**config.mk**
```make
export PLATFORM = sky130hd
export DESIGN_NAME = hlim_irq_mask_events
export DESIGN_NICKNAME = d
export VERILOG_FILES = /design/src/hlim_pkg.sv /design/src/hlim_irq_mask_events.sv
export SDC_FILE = /design/constraint.sdc
export NUM_CORES = 1
export LEC_CHECK = 0
export ABC_AREA = 1
export BUFFER_PORTS_ARGS = -buffer_cell sky130_fd_sc_hd__buf_2
export CORE_AREA = 4 4 125 67
export CTS_CLUSTER_DIAMETER = 150
export DETAILED_ROUTE_END_ITERATION = 16
export DIE_AREA = 0 0 129 71
export PLACE_DENSITY_LB_ADDON = 0.08
export SLEW_MARGIN = 5
export SYNTH_ARGS = -nofsm -noshare
export SYNTH_HDL_FRONTEND = slang
export SYNTH_SLANG_ARGS = --single-unit
```
**constraint.sdc**
```tcl
create_clock -name clk_sys -period 1.5 [get_ports clk_sys]
set_input_delay 0.075 -clock clk_sys [delete_from_list [all_inputs] [get_ports clk_sys]]
set_output_delay 0.075 -clock clk_sys [all_outputs]
set_load 0.05 [all_outputs]
```
**src/hlim_pkg.sv**
```systemverilog
// constants and carrier types for the host link interrupt event and mask block
package hlim_pkg;

  // ---------------------------------------------------------------
  // register offsets (byte addresses)
  // ---------------------------------------------------------------
  localparam logic [7:0] HLIM_EVENT_SET_OFS  = 8'h80;
  localparam logic [7:0] HLIM_EVENT_CLR_OFS  = 8'h84;
  localparam logic [7:0] HLIM_ENABLE_SET_OFS = 8'h88;
  localparam logic [7:0] HLIM_ENABLE_CLR_OFS = 8'h8c;

  // ---------------------------------------------------------------
  // bit positions shared by event and mask registers
  // ---------------------------------------------------------------
  localparam int HLIM_BIT_GATE      = 31;
  localparam int HLIM_BIT_MAKER     = 30;
  localparam int HLIM_BIT_SOFT      = 29;
  localparam int HLIM_BIT_RSVD28    = 28;
  localparam int HLIM_BIT_LATE_ACK  = 27;
  localparam int HLIM_BIT_PHY_REG   = 26;
  localparam int HLIM_BIT_LONG_CYC  = 25;
  localparam int HLIM_BIT_FATAL     = 24;
  localparam int HLIM_BIT_CYC_MISM  = 23;
  localparam int HLIM_BIT_MISS_CYC  = 22;
  localparam int HLIM_BIT_ISO_RX    = 7;
  localparam int HLIM_BIT_ISO_TX    = 6;
  localparam int HLIM_BIT_RESP_PKT  = 5;
  localparam int HLIM_BIT_REQ_PKT   = 4;
  localparam int HLIM_BIT_RX_RESP   = 3;
  localparam int HLIM_BIT_RX_REQ    = 2;
  localparam int HLIM_BIT_TX_RESP   = 1;
  localparam int HLIM_BIT_TX_REQ    = 0;

  // ---------------------------------------------------------------
  // field masks and reset values
  // ---------------------------------------------------------------
  // mask bits that hold state: all but 28 and 14..10
  localparam logic [31:0] HLIM_MASK_RW_BITS   = 32'hefff_83ff;
  // event bits that latch: no gate bit, no reserved, no live iso summaries
  localparam logic [31:0] HLIM_EVENT_LATCH    = 32'h6fff_833f;
  // event bits driven by the dma event port rather than the generic one
  localparam logic [31:0] HLIM_EVENT_DMA_BITS = 32'h0000_003f;
  localparam logic [31:0] HLIM_MASK_RESET     = 32'h0000_0000;
  localparam logic [31:0] HLIM_EVENT_RESET    = 32'h0000_0000;

  // ---------------------------------------------------------------
  // carriers
  // ---------------------------------------------------------------
  typedef struct packed {
    logic [7:0]  addr;
    logic [31:0] wdata;
    logic        wr;
    logic        rd;
  } hlim_bus_req_type;

  // one-cycle pulses from the asynchronous dma engines
  typedef struct packed {
    logic response_packet_stored;
    logic request_packet_stored;
    logic rx_response_dma_done;
    logic rx_request_dma_done;
    logic tx_response_dma_done;
    logic tx_request_dma_done;
  } hlim_dma_evt_type;

  // interrupt setting of the descriptor or command that just completed
  typedef struct packed {
    logic rx_response_irq;
    logic rx_request_irq;
    logic tx_response_irq;
    logic tx_request_irq;
  } hlim_dma_cond_type;

endpackage

```
**src/hlim_irq_mask_events.sv**
```systemverilog
// interrupt event and mask registers with the external interrupt output
//
// The strobed register port was decided locally.
module hlim_irq_mask_events #(
  parameter int ISO_RX_CTX = 4,
  parameter int ISO_TX_CTX = 4
) (
  input  wire logic                      clk_sys,
  input  wire logic                      rst,
  // register port
  input  wire hlim_pkg::hlim_bus_req_type bus_req,
  output logic [31:0]                    bus_rdata,
  // asynchronous dma event sources
  input  wire hlim_pkg::hlim_dma_evt_type dma_evt,
  input  wire hlim_pkg::hlim_dma_cond_type dma_cond,
  // one-cycle set pulses for the other latched event bits
  input  wire logic [31:0]               other_event_set,
  // per-context isochronous events and masks
  input  wire logic [ISO_RX_CTX-1:0]     iso_rx_ctx_event,
  input  wire logic [ISO_RX_CTX-1:0]     iso_rx_ctx_mask,
  input  wire logic [ISO_TX_CTX-1:0]     iso_tx_ctx_event,
  input  wire logic [ISO_TX_CTX-1:0]     iso_tx_ctx_mask,
  // status and interrupt
  output logic [31:0]                    enable_view,
  output logic                           irq
);
  import hlim_pkg::*;

  // ---------------------------------------------------------------
  // declarations
  // ---------------------------------------------------------------
  logic [31:0] mask_reg;
  logic [31:0] mask_next;
  logic [31:0] event_reg;
  logic [31:0] event_next;
  logic [31:0] event_view;
  logic [31:0] hw_set;
  logic [31:0] sw_set;
  logic [31:0] sw_clr;
  logic [31:0] rdata_reg;
  logic [31:0] rdata_next;
  logic        irq_reg;
  logic        irq_next;
  logic        iso_rx_live;
  logic        iso_tx_live;
  logic        hit_evt_set;
  logic        hit_evt_clr;
  logic        hit_msk_set;
  logic        hit_msk_clr;

  // ---------------------------------------------------------------
  // address decode
  // ---------------------------------------------------------------
  // one compare per address; unmapped addresses match none of them
  assign hit_evt_set = (bus_req.addr == HLIM_EVENT_SET_OFS);
  assign hit_evt_clr = (bus_req.addr == HLIM_EVENT_CLR_OFS);
  assign hit_msk_set = (bus_req.addr == HLIM_ENABLE_SET_OFS);
  assign hit_msk_clr = (bus_req.addr == HLIM_ENABLE_CLR_OFS);

  // ---------------------------------------------------------------
  // hardware event collection
  // ---------------------------------------------------------------
  // dma sources land in bits 5..0, the rest comes from other blocks
  always_comb begin
    hw_set = other_event_set & HLIM_EVENT_LATCH & ~HLIM_EVENT_DMA_BITS;
    hw_set[HLIM_BIT_RESP_PKT] = dma_evt.response_packet_stored;
    hw_set[HLIM_BIT_REQ_PKT]  = dma_evt.request_packet_stored;
    hw_set[HLIM_BIT_RX_RESP]  = dma_evt.rx_response_dma_done & dma_cond.rx_response_irq;
    hw_set[HLIM_BIT_RX_REQ]   = dma_evt.rx_request_dma_done & dma_cond.rx_request_irq;
    hw_set[HLIM_BIT_TX_RESP]  = dma_evt.tx_response_dma_done & dma_cond.tx_response_irq;
    hw_set[HLIM_BIT_TX_REQ]   = dma_evt.tx_request_dma_done & dma_cond.tx_request_irq;
  end

  // ---------------------------------------------------------------
  // software set and clear of the event register
  // ---------------------------------------------------------------
  // software may also set bits, which is how event 29 is raised
  assign sw_set = (bus_req.wr && hit_evt_set) ? (bus_req.wdata & HLIM_EVENT_LATCH)
                                              : 32'h0000_0000;
  assign sw_clr = (bus_req.wr && hit_evt_clr) ? (bus_req.wdata & HLIM_EVENT_LATCH)
                                              : 32'h0000_0000;

  // set wins over clear so an event landing on a clear is never lost
  always_comb begin
    event_next = ((event_reg & ~sw_clr) | sw_set | hw_set) & HLIM_EVENT_LATCH;
  end

  // latched event bits
  always_ff @(posedge clk_sys) begin
    if (rst) begin
      event_reg <= HLIM_EVENT_RESET;
    end else begin
      event_reg <= event_next;
    end
  end

  // ---------------------------------------------------------------
  // live isochronous summaries
  // ---------------------------------------------------------------
  // not latched: they follow the per-context registers directly
  assign iso_rx_live = |(iso_rx_ctx_event & iso_rx_ctx_mask);
  assign iso_tx_live = |(iso_tx_ctx_event & iso_tx_ctx_mask);

  // readable event image
  always_comb begin
    event_view = event_reg;
    event_view[HLIM_BIT_ISO_RX] = iso_rx_live;
    event_view[HLIM_BIT_ISO_TX] = iso_tx_live;
  end

  // ---------------------------------------------------------------
  // mask register
  // ---------------------------------------------------------------
  // reserved positions never take a one, so they always read zero
  always_comb begin
    mask_next = mask_reg;
    if (bus_req.wr && hit_msk_set) begin
      mask_next = mask_reg | (bus_req.wdata & HLIM_MASK_RW_BITS);
    end else if (bus_req.wr && hit_msk_clr) begin
      mask_next = mask_reg & ~(bus_req.wdata & HLIM_MASK_RW_BITS);
    end
  end

  // mask storage
  always_ff @(posedge clk_sys) begin
    if (rst) begin
      mask_reg <= HLIM_MASK_RESET;
    end else begin
      mask_reg <= mask_next;
    end
  end

  assign enable_view = mask_reg;

  // ---------------------------------------------------------------
  // interrupt generation
  // ---------------------------------------------------------------
  // bits 30 and 29..0 pair position by position; bit 31 only gates
  always_comb begin
    irq_next = mask_reg[HLIM_BIT_GATE]
             & (|(event_view[30:0] & mask_reg[30:0]));
  end

  // registered so the pin never glitches while bits are rewritten
  always_ff @(posedge clk_sys) begin
    if (rst) begin
      irq_reg <= 1'b0;
    end else begin
      irq_reg <= irq_next;
    end
  end

  assign irq = irq_reg;

  // ---------------------------------------------------------------
  // read path
  // ---------------------------------------------------------------
  // both addresses of a pair return the same contents
  always_comb begin
    rdata_next = 32'h0000_0000;
    if (hit_evt_set || hit_evt_clr) begin
      rdata_next = event_view;
    end else if (hit_msk_set || hit_msk_clr) begin
      rdata_next = mask_reg;
    end
  end

  // data stands only in the cycle after the strobe, zero otherwise
  always_ff @(posedge clk_sys) begin
    if (rst) begin
      rdata_reg <= 32'h0000_0000;
    end else if (bus_req.rd) begin
      rdata_reg <= rdata_next;
    end else begin
      rdata_reg <= 32'h0000_0000;
    end
  end

  assign bus_rdata = rdata_reg;
endmodule // hlim_irq_mask_events

```
Word-level counts from Yosys, hierarchy flattened

Cells that the tools add are included.

Reduce and logical (&&, ||, !) cells: 11
Eq/ne operators: 4
Bitwise logic cells: 16
Muxes and demuxes: 6

Operators by type and width:

| operator                             | number |
|---|---|
| two-way mux 32 bit                   | 4 |
| bitwise AND 31 bit                   | 2 |
| two-way mux 31 bit                   | 2 |
| bitwise OR 31 bit                    | 2 |
| bitwise AND 32 bit                   | 1 |
| == test 8 bit, second input constant | 4 |
| NOT 32 bit                           | 1 |
| bitwise OR 32 bit                    | 1 |
| NOT 31 bit                           | 1 |
| OR reduction 31 bit                  | 1 |
| bitwise AND 4 bit                    | 2 |
| OR reduction 4 bit                   | 2 |
| bitwise AND 1 bit                    | 5 |
| logical AND 1 bit                    | 4 |
| logical OR 1 bit                     | 2 |
| nonzero test 2 bit                   | 1 |
| OR reduction 2 bit                   | 1 |
| NOT 1 bit                            | 1 |

Register bits: 88
Bits of input ports: 102
Logic and storage cells: 41
Output and inout port bits: 65

Logic depth before layout (Yosys ltp)

Gate-level depths: netlist (run 1).

Depth after elaboration: 7
Depth in mapped cells: 9
Depth with buffers taken out: 8

Least setup slack after synthesis (run 1)

Ideal clock, no wire load.

Kind: flip-flop to flip-flop
Start point: reg with a tool-made name
End point: reg irq_reg (netlist: irq)
Data required time: 1436 ps
Setup slack: 366 ps
Library setup time: 64 ps
Path buffers: 0
Data arrival time: 1070 ps
Stages on the path, launching flop included: 9
Clock period less this slack: 1134 ps
Cell sequence: dfxtp_1 -> nand2_1 -> nand2_1 -> inv_1 -> nand2_1 -> nor2_1 -> nand3_1 -> nor2_1 -> nor2_1

RTL lines:

| what                   | line                        | text |
|---|---|---|
| end signal: assignment | hlim_irq_mask_events.sv:149 | `irq_reg <= irq_next;` |
| end: declaration       | hlim_irq_mask_events.sv:42  | `logic irq_reg;` |

Worst setup path after layout (run 1)

Start point: in rst
End point: reg rdata_reg[31] (netlist: bus_rdata[31])

Word-level cells in the longest chain between the ends: 1

RTL lines:

| what                         | line                        | text |
|---|---|---|
| start: declaration           | hlim_irq_mask_events.sv:9   | `input wire logic rst,` |
| OR reduction 2 bit (no line) | n/a                         |  |
| end signal: assignment       | hlim_irq_mask_events.sv:173 | `rdata_reg <= rdata_next;` |
| end: declaration             | hlim_irq_mask_events.sv:40  | `logic [31:0] rdata_reg;` |

Every way passes these cells.
A chain may end at the register's enable or synchronous reset.

==> impl_results.md, run 1 <==
* Area of the multi-input gates at 1720 um^2
* Number of global-route vias before repair at 3,428
* Die Ht at 71 um
* PwrDens at 980 nW/um^2
* FF-to-FF path depth at 8
* Final #Nets at 778
* Initial cell density of the core at 50.7%
* Root Buffer Master: clkbuf_16
* Resized cells post-CTS at 0
* Number of buffers created by CTS at 9
* Setup ws final at 213 ps
* Largest net degree at the start of global routing at 50
* DP Cell Count at 760
* Register area at 1520 um^2
* Outcome: finished, final reports clean
* WL/cell at 13.7 um
* Ratio of cells with drive above 1 in the final layout at 26.1%
* CP Capture Type: flip-flop
* FILL cells at 711
* Yosys reg bits at 76
* LEAKAGE at 2.25 nW
* Initial antenna violation count at 0
* Cell Count, Final, Fillers Out at 777
* Pre-CTS setup slack at 248 ps
* Placeable Area at 7210 um^2
* DR iter-0 viols at 329
* Dpl hpwl at 7750 um
* Sequential fraction of the synthesis area at 41.6%
* Final hold vios at 0
* TritonCTS Sinks at 76
* Cell Area, Synth at 3660 um^2
* Max Cap Viol at 0
* Post-layout min period at 1290 ps
* # diodes at 0
* GPL Wtd Cong at 0.844
* Worst-Margin Slew at 544 ps
* Full die area at 9160 um^2
* DRT Wirelength at 10,700 um
* Clk Latency, worst-skew pair at 340 ps
* First-pass iteration count of the detailed router at 6
* Slew Viols, Final at 0
* RSZ-0062 raised after global routing: false
* # DRC at 0
* Hold_sp: bus_req[8]
* Fmax at 0.777 GHz
* Area after DPL at 4410 um^2
* Area share of the largest cell type after synthesis at 41.6%
* H-tree depth at 3
* Post-route cell area at 4710 um^2
* CTS tree: built
* Setup TNS at 0 ps
* Worst Skew at 5.69 ps
* GRT Util Overall at 23.0%
* Vias at 3,948
* Clock Pin Slew Worst Setup and Hold Paths at 60 ps
* Number of vias per cell at 5.08
* Library cells used by synthesis at 22
* Total global routing overflow at 0
* RR Endpoint: irq
* CP max FO at 10
* Overall Power at 4.62 mW
* Post-CTS Hold Buffers at 1
* Type of the most critical hold path: primary input to flip-flop
* Setup CP Type: primary input to flip-flop
* Die W at 129 um
* Crit path arrival time at 1550 ps
* PortBufs at 133
* Peak VDD IR at 0.000534 V
* Ys Warns at 0
* # rows at 22
* Hold path cells at 4
* Gate Count Post-Synth at 543
* Cell taking the most area after synthesis: dfxtp_1
* R2r setup slk at 400 ps
* IO Count at 167
* CP required at 1760 ps
* Post-CTS Setup Bufs at 0
* Worst setup SP type: primary input
* Final setup viols at 0
* Area Overhead vs Synth at 28.8%
* Max-slew headroom at 63.8%
* Antenna Violating Nets Remaining at 0
* Global-route wire length before repair at 16,600 um
* Tcrit/Tclk final at 85.8%
* Synth area leaders: dfxtp_1, nand2_1, a21oi_1
* Syn avg cell area at 6.74 um^2
* Clock buffer depth at 2
-- stage by stage --
step                util (%)  hold slack, ps
floorplan                  -             240
global placement        61.2             337
detailed placement      61.2             337
CTS                     65.3           0.466
global route            65.3            9.99
finish                  65.3            12.5
-- per-layer routing --
layer	vias up	GRT usage, %	routed length [um]
met5	-	0	0
met2	183	36.7	4750
met3	9	6.33	1150
met1	1774	30.3	4640
li1	1982	-	-
met4	0	7.45	107
-- synth_stat cells, drive strengths merged --
cell type and n:
clkinv 1, o21ai 1, inv 54, nand3 51, dfxtp 76, a21oi 74, nor2 14, clkbuf 14
nand2 199, conb 1, nand4 29, buf 28, nor3b 1
-- cell families after synthesis --
logic type / share of synthesized area [%]
flops: 41.6
other cells: 0.103
buf+inv: 12.5
compound gates: 10.6
simple gates: 35.2
-- power breakdown --
group,switching [mW],internal (mW),total [mW]
sequential,0.0334,2.07,2.10
combinational,0.286,0.148,0.434
clock,0.831,1.26,2.09
-- cell type report --
class	count	share of cell area, %
multi-input combinational	381	36.5
inverter	55	4.38
tap	96	2.55
sequential	76	32.3
timing repair buffer	153	18.2
clock buffer	13	5.74
clock inverter	3	0.398
-- how the worst max path moves through the flow --
stage          slack (ps)         from            end  cells past startpoint
2_1_floorplan         370    flip-flop            irq                      8
3_3_place_gp          280  bus_req[34]   bus_rdata[3]                      9
3_5_place_dp          250  bus_req[34]   bus_rdata[2]                      9
4_1_cts               250          rst  bus_rdata[31]                      6
5_1_grt                70          rst  bus_rdata[31]                      6
6_report              210          rst  bus_rdata[31]                      6
-- worst max-delay path: stages --
cell and delay, ps:
dlygate4sd3_1 540, buf_2 130, inv_1 60, nand2_1 270, buf_4 290, nor3b_1 180
-- placed cells by master (no fill, tap or decap), types with 2 or more instances in the layout --
cell type  instances
conb_1            12
nor2_1            10
clkbuf_8           3
buf_12             3
dfxtp_1           76
nor2_4             2
a21oi_1           74
clkbuf_16          9
buf_4             16
inv_1             50
nand3_1           51
nand4_1           29
inv_2              4
buf_2            133
nand2_1          197
clkinv_2           2
No activity file was read; power rests on OpenSTA's default activity.
==> inputs of run 2 (changes only) <==
--- a/config.mk
+++ b/config.mk
@@ -7,10 +7,10 @@
 export LEC_CHECK = 0
 export ABC_AREA = 1
 export BUFFER_PORTS_ARGS = -buffer_cell sky130_fd_sc_hd__buf_2
-export CORE_AREA = 4 4 125 67
+export CORE_AREA = 4 4 130 70
 export CTS_CLUSTER_DIAMETER = 150
 export DETAILED_ROUTE_END_ITERATION = 16
-export DIE_AREA = 0 0 129 71
+export DIE_AREA = 0 0 134 74
 export PLACE_DENSITY_LB_ADDON = 0.08
 export SLEW_MARGIN = 5
 export SYNTH_ARGS = -nofsm -noshare
==> constraint.sdc (replaced) <==
create_clock -name clk_sys -period 1.3 [get_ports clk_sys]
set_input_delay 0.065 -clock clk_sys [delete_from_list [all_inputs] [get_ports clk_sys]]
set_output_delay 0.065 -clock clk_sys [all_outputs]
set_load 0.05 [all_outputs]
==> run 2 against run 1 <==
Global-route usage down 0.84 points. Clock power up 48%. Sequential cell count is the same. Cell area up 3.1%. Via count grew 0.20%. Non-clock buffer count is 4 higher. Worst setup slack worse by 93 ps. Count of clock-buffer cells in the layout down 3. Die area increased by 8.3%. Cell count increased by 2.6%. Register-to-register slack got worse by 280 ps. Wire length up 2.9%. Critical endpoint is now irq.
==> impl_results.md, run 2 (same netlist as run 1, synthesis figures left out) <==
* Largest stage delay, worst path at 340 ps (was 540 ps)
* Critical Path, Cell by Cell: nand2_1 > nand2_1 > inv_1 > nand2_1 > nor2_1 > nand3_1 > nor2_1 > nor2_1 (was dlygate4sd3_1 > buf_2 > inv_1 > nand2_1 > buf_4 > nor3b_1)
* Initial antenna violation count at 0 (unchanged)
* Total global routing overflow at 0 (unchanged)
* CP Capture Type: flip-flop (unchanged)
* CP required at 1540 ps (was 1760 ps)
* Antenna Violating Nets Remaining at 0 (unchanged)
* R2r setup slk at 120 ps (was 400 ps)
* Most frequent cells in the layout: nand2_1, buf_2, dfxtp_1 (unchanged)
* GRT Util Overall at 22.2% (was 23.0%)
* Post-CTS Setup Bufs at 0 (unchanged)
* Number of global-route vias before repair at 3,492 (was 3,428)
* Crit path max-delay family: simple AND/OR/NAND/NOR gates (was buffers and inverters)
* PortBufs at 133 (unchanged)
* DR iter-0 viols at 238 (was 329)
* Area after DPL at 4450 um^2 (was 4410 um^2)
* Crit path max-delay cell type: dfxtp_1 (was dlygate4sd3_1)
* LEAKAGE at 2.30 nW (was 2.25 nW)
* Post-route cell area at 4860 um^2 (was 4710 um^2)
* Post-layout min period at 1180 ps
* DRT Wirelength at 11,000 um (was 10,700 um)
* GPL Wtd Cong at 0.825 (was 0.844)
* Dpl hpwl at 7630 um (was 7750 um)
* Clock Pin Slew Worst Setup and Hold Paths at 60 ps (about the same)
* RR Endpoint: irq (unchanged)
* FF-to-FF path depth at 8 (unchanged)
* Crit path arrival time at 1420 ps (was 1550 ps)
* Post-CTS Hold Buffers at 4 (was 1)
* Number of vias per cell at 4.96 (was 5.08)
* # DRC at 0 (unchanged)
* Final #Nets at 782 (was 778)
* Hold path cells at 3 (was 4)
* Tcrit/Tclk final at 90.7%
* Die W at 134 um (was 129 um)
* WP buf/inv at 1 (was 4)
* Ratio of cells with drive above 1 in the final layout at 26.1% (about the same)
* PwrDens at 1240 nW/um^2 (was 980 nW/um^2)
* Max Cap Viol at 0 (unchanged)
* Max-slew headroom at 63.5% (was 63.8%)
* Area Overhead vs Synth at 32.8% (was 28.8%)
* RSZ-0062 raised after global routing: false (unchanged)
* Global-route wire length before repair at 17,100 um (was 16,600 um)
* Pre-CTS setup slack at 109 ps (was 248 ps)
* Type of the most critical hold path: primary input to flip-flop (unchanged)
* # rows at 23 (was 22)
* Worst Skew at 5.97 ps (was 5.69 ps)
* Placeable Area at 7860 um^2 (was 7210 um^2)
* Worst setup SP type: flip-flop (was primary input)
* CTS tree: built (unchanged)
* Setup TNS at 0 ps (unchanged)
* Worst-Margin Slew at 548 ps (was 544 ps)
* FILL cells at 760 (was 711)
* Slew Viols, Final at 0 (unchanged)
* Hold_sp: bus_req[27] (was bus_req[8])
* First-pass iteration count of the detailed router at 5 (was 6)
* Fmax at 0.848 GHz
* Largest net degree at the start of global routing at 50 (unchanged)
* Final hold vios at 0 (unchanged)
* Most common cell after layout, fill and taps aside: nand2_1 (unchanged)
* Full die area at 9920 um^2 (was 9160 um^2)
* CP max FO at 4 (was 10)
* IO Count at 167 (unchanged)
* Final setup viols at 0 (unchanged)
* Clk Latency, worst-skew pair at 340 ps (about the same)
* Setup ws final at 121 ps (was 213 ps)
* WHS at 17.8 ps (was 12.5 ps)
* Clock buffer depth at 2 (unchanged)
* Initial cell density of the core at 46.6% (was 50.7%)
* Peak VDD IR at 0.000690 V (was 0.000534 V)
* Die Ht at 74 um (was 71 um)
* # diodes at 0 (unchanged)
* H-tree depth at 3 (unchanged)
* Overall Power at 6.02 mW (was 4.62 mW)
* Outcome: finished, final reports clean (unchanged)
* Vias at 3,956 (was 3,948)
* Root Buffer Master: clkbuf_16 (unchanged)
* Resized cells post-CTS at 0 (unchanged)
* WL/cell at 13.8 um (was 13.7 um)
* TritonCTS Sinks at 76 (unchanged)
* Number of buffers created by CTS at 9 (unchanged)
* Setup CP Type: flip-flop to flip-flop (was primary input to flip-flop)
## run 2: cell types whose count changed in the layout (fill, tap and decap cells not counted), sizes merged
cell,change
bufinv,+4
clkbuf,-3
dlygate4sd3,+3
buf,+1
clkinv,-1
clkinvlp,+1
inv,-1
## run 2: worst min-delay path, cell delays in order
cell	delay (ps)
buf_2	120
nand3_1	70
a21oi_1	60
## run 2: cell type report
cell class | count | area, um^2 | share of cell area, %
multi-input cells | 381 | 1720 | 35.4
inverters | 55 | 206 | 4.25
well taps | 112 | 140 | 2.88
clock buffers | 10 | 229 | 4.71
flip-flops and latches | 76 | 1520 | 31.3
repair buffers | 157 | 906 | 18.6
clock inverters | 6 | 136 | 2.81
## run 2: stage by stage
stage	util [%]	cells
after floorplan	-	554
after global placement	56.7	777
final	61.8	797
after CTS	61.8	797
after detailed placement	56.7	777
after global routing	61.8	797
## run 2: worst max-delay path by stage
stage                startpoint             to  slack [ps]  cells after the start
floorplan             flip-flop            irq         170                      8
global placement    bus_req[38]  bus_rdata[23]         130                      9
detailed placement  bus_req[34]      flip-flop         110                     10
CTS                   flip-flop            irq         140                      8
global route          flip-flop            irq          60                      8
finish                flip-flop            irq         120                      8
## run 2: report_power, final
part / internal [mW] / leakage [nW] / switching (mW) / total (mW)
sequential: 2.38 / 0.619 / 0.0384 / 2.42
combinational: 0.175 / 1.51 / 0.334 / 0.509
clock: 2.07 / 0.173 / 1.02 / 3.09
total: 4.63 / 2.30 / 1.39 / 6.02
## run 2: routing by layer
metal / part of all wire (%) / vias up / wire length, um / track usage, %
li1: - / 1994 / - / -
met4: 0.97 / 0 / 106 / 6.73
met5: 0 / - / 0 / 0
met3: 9.9 / 10 / 1080 / 6.49
met2: 44 / 160 / 4860 / 36.3
met1: 45 / 1792 / 4910 / 28.9
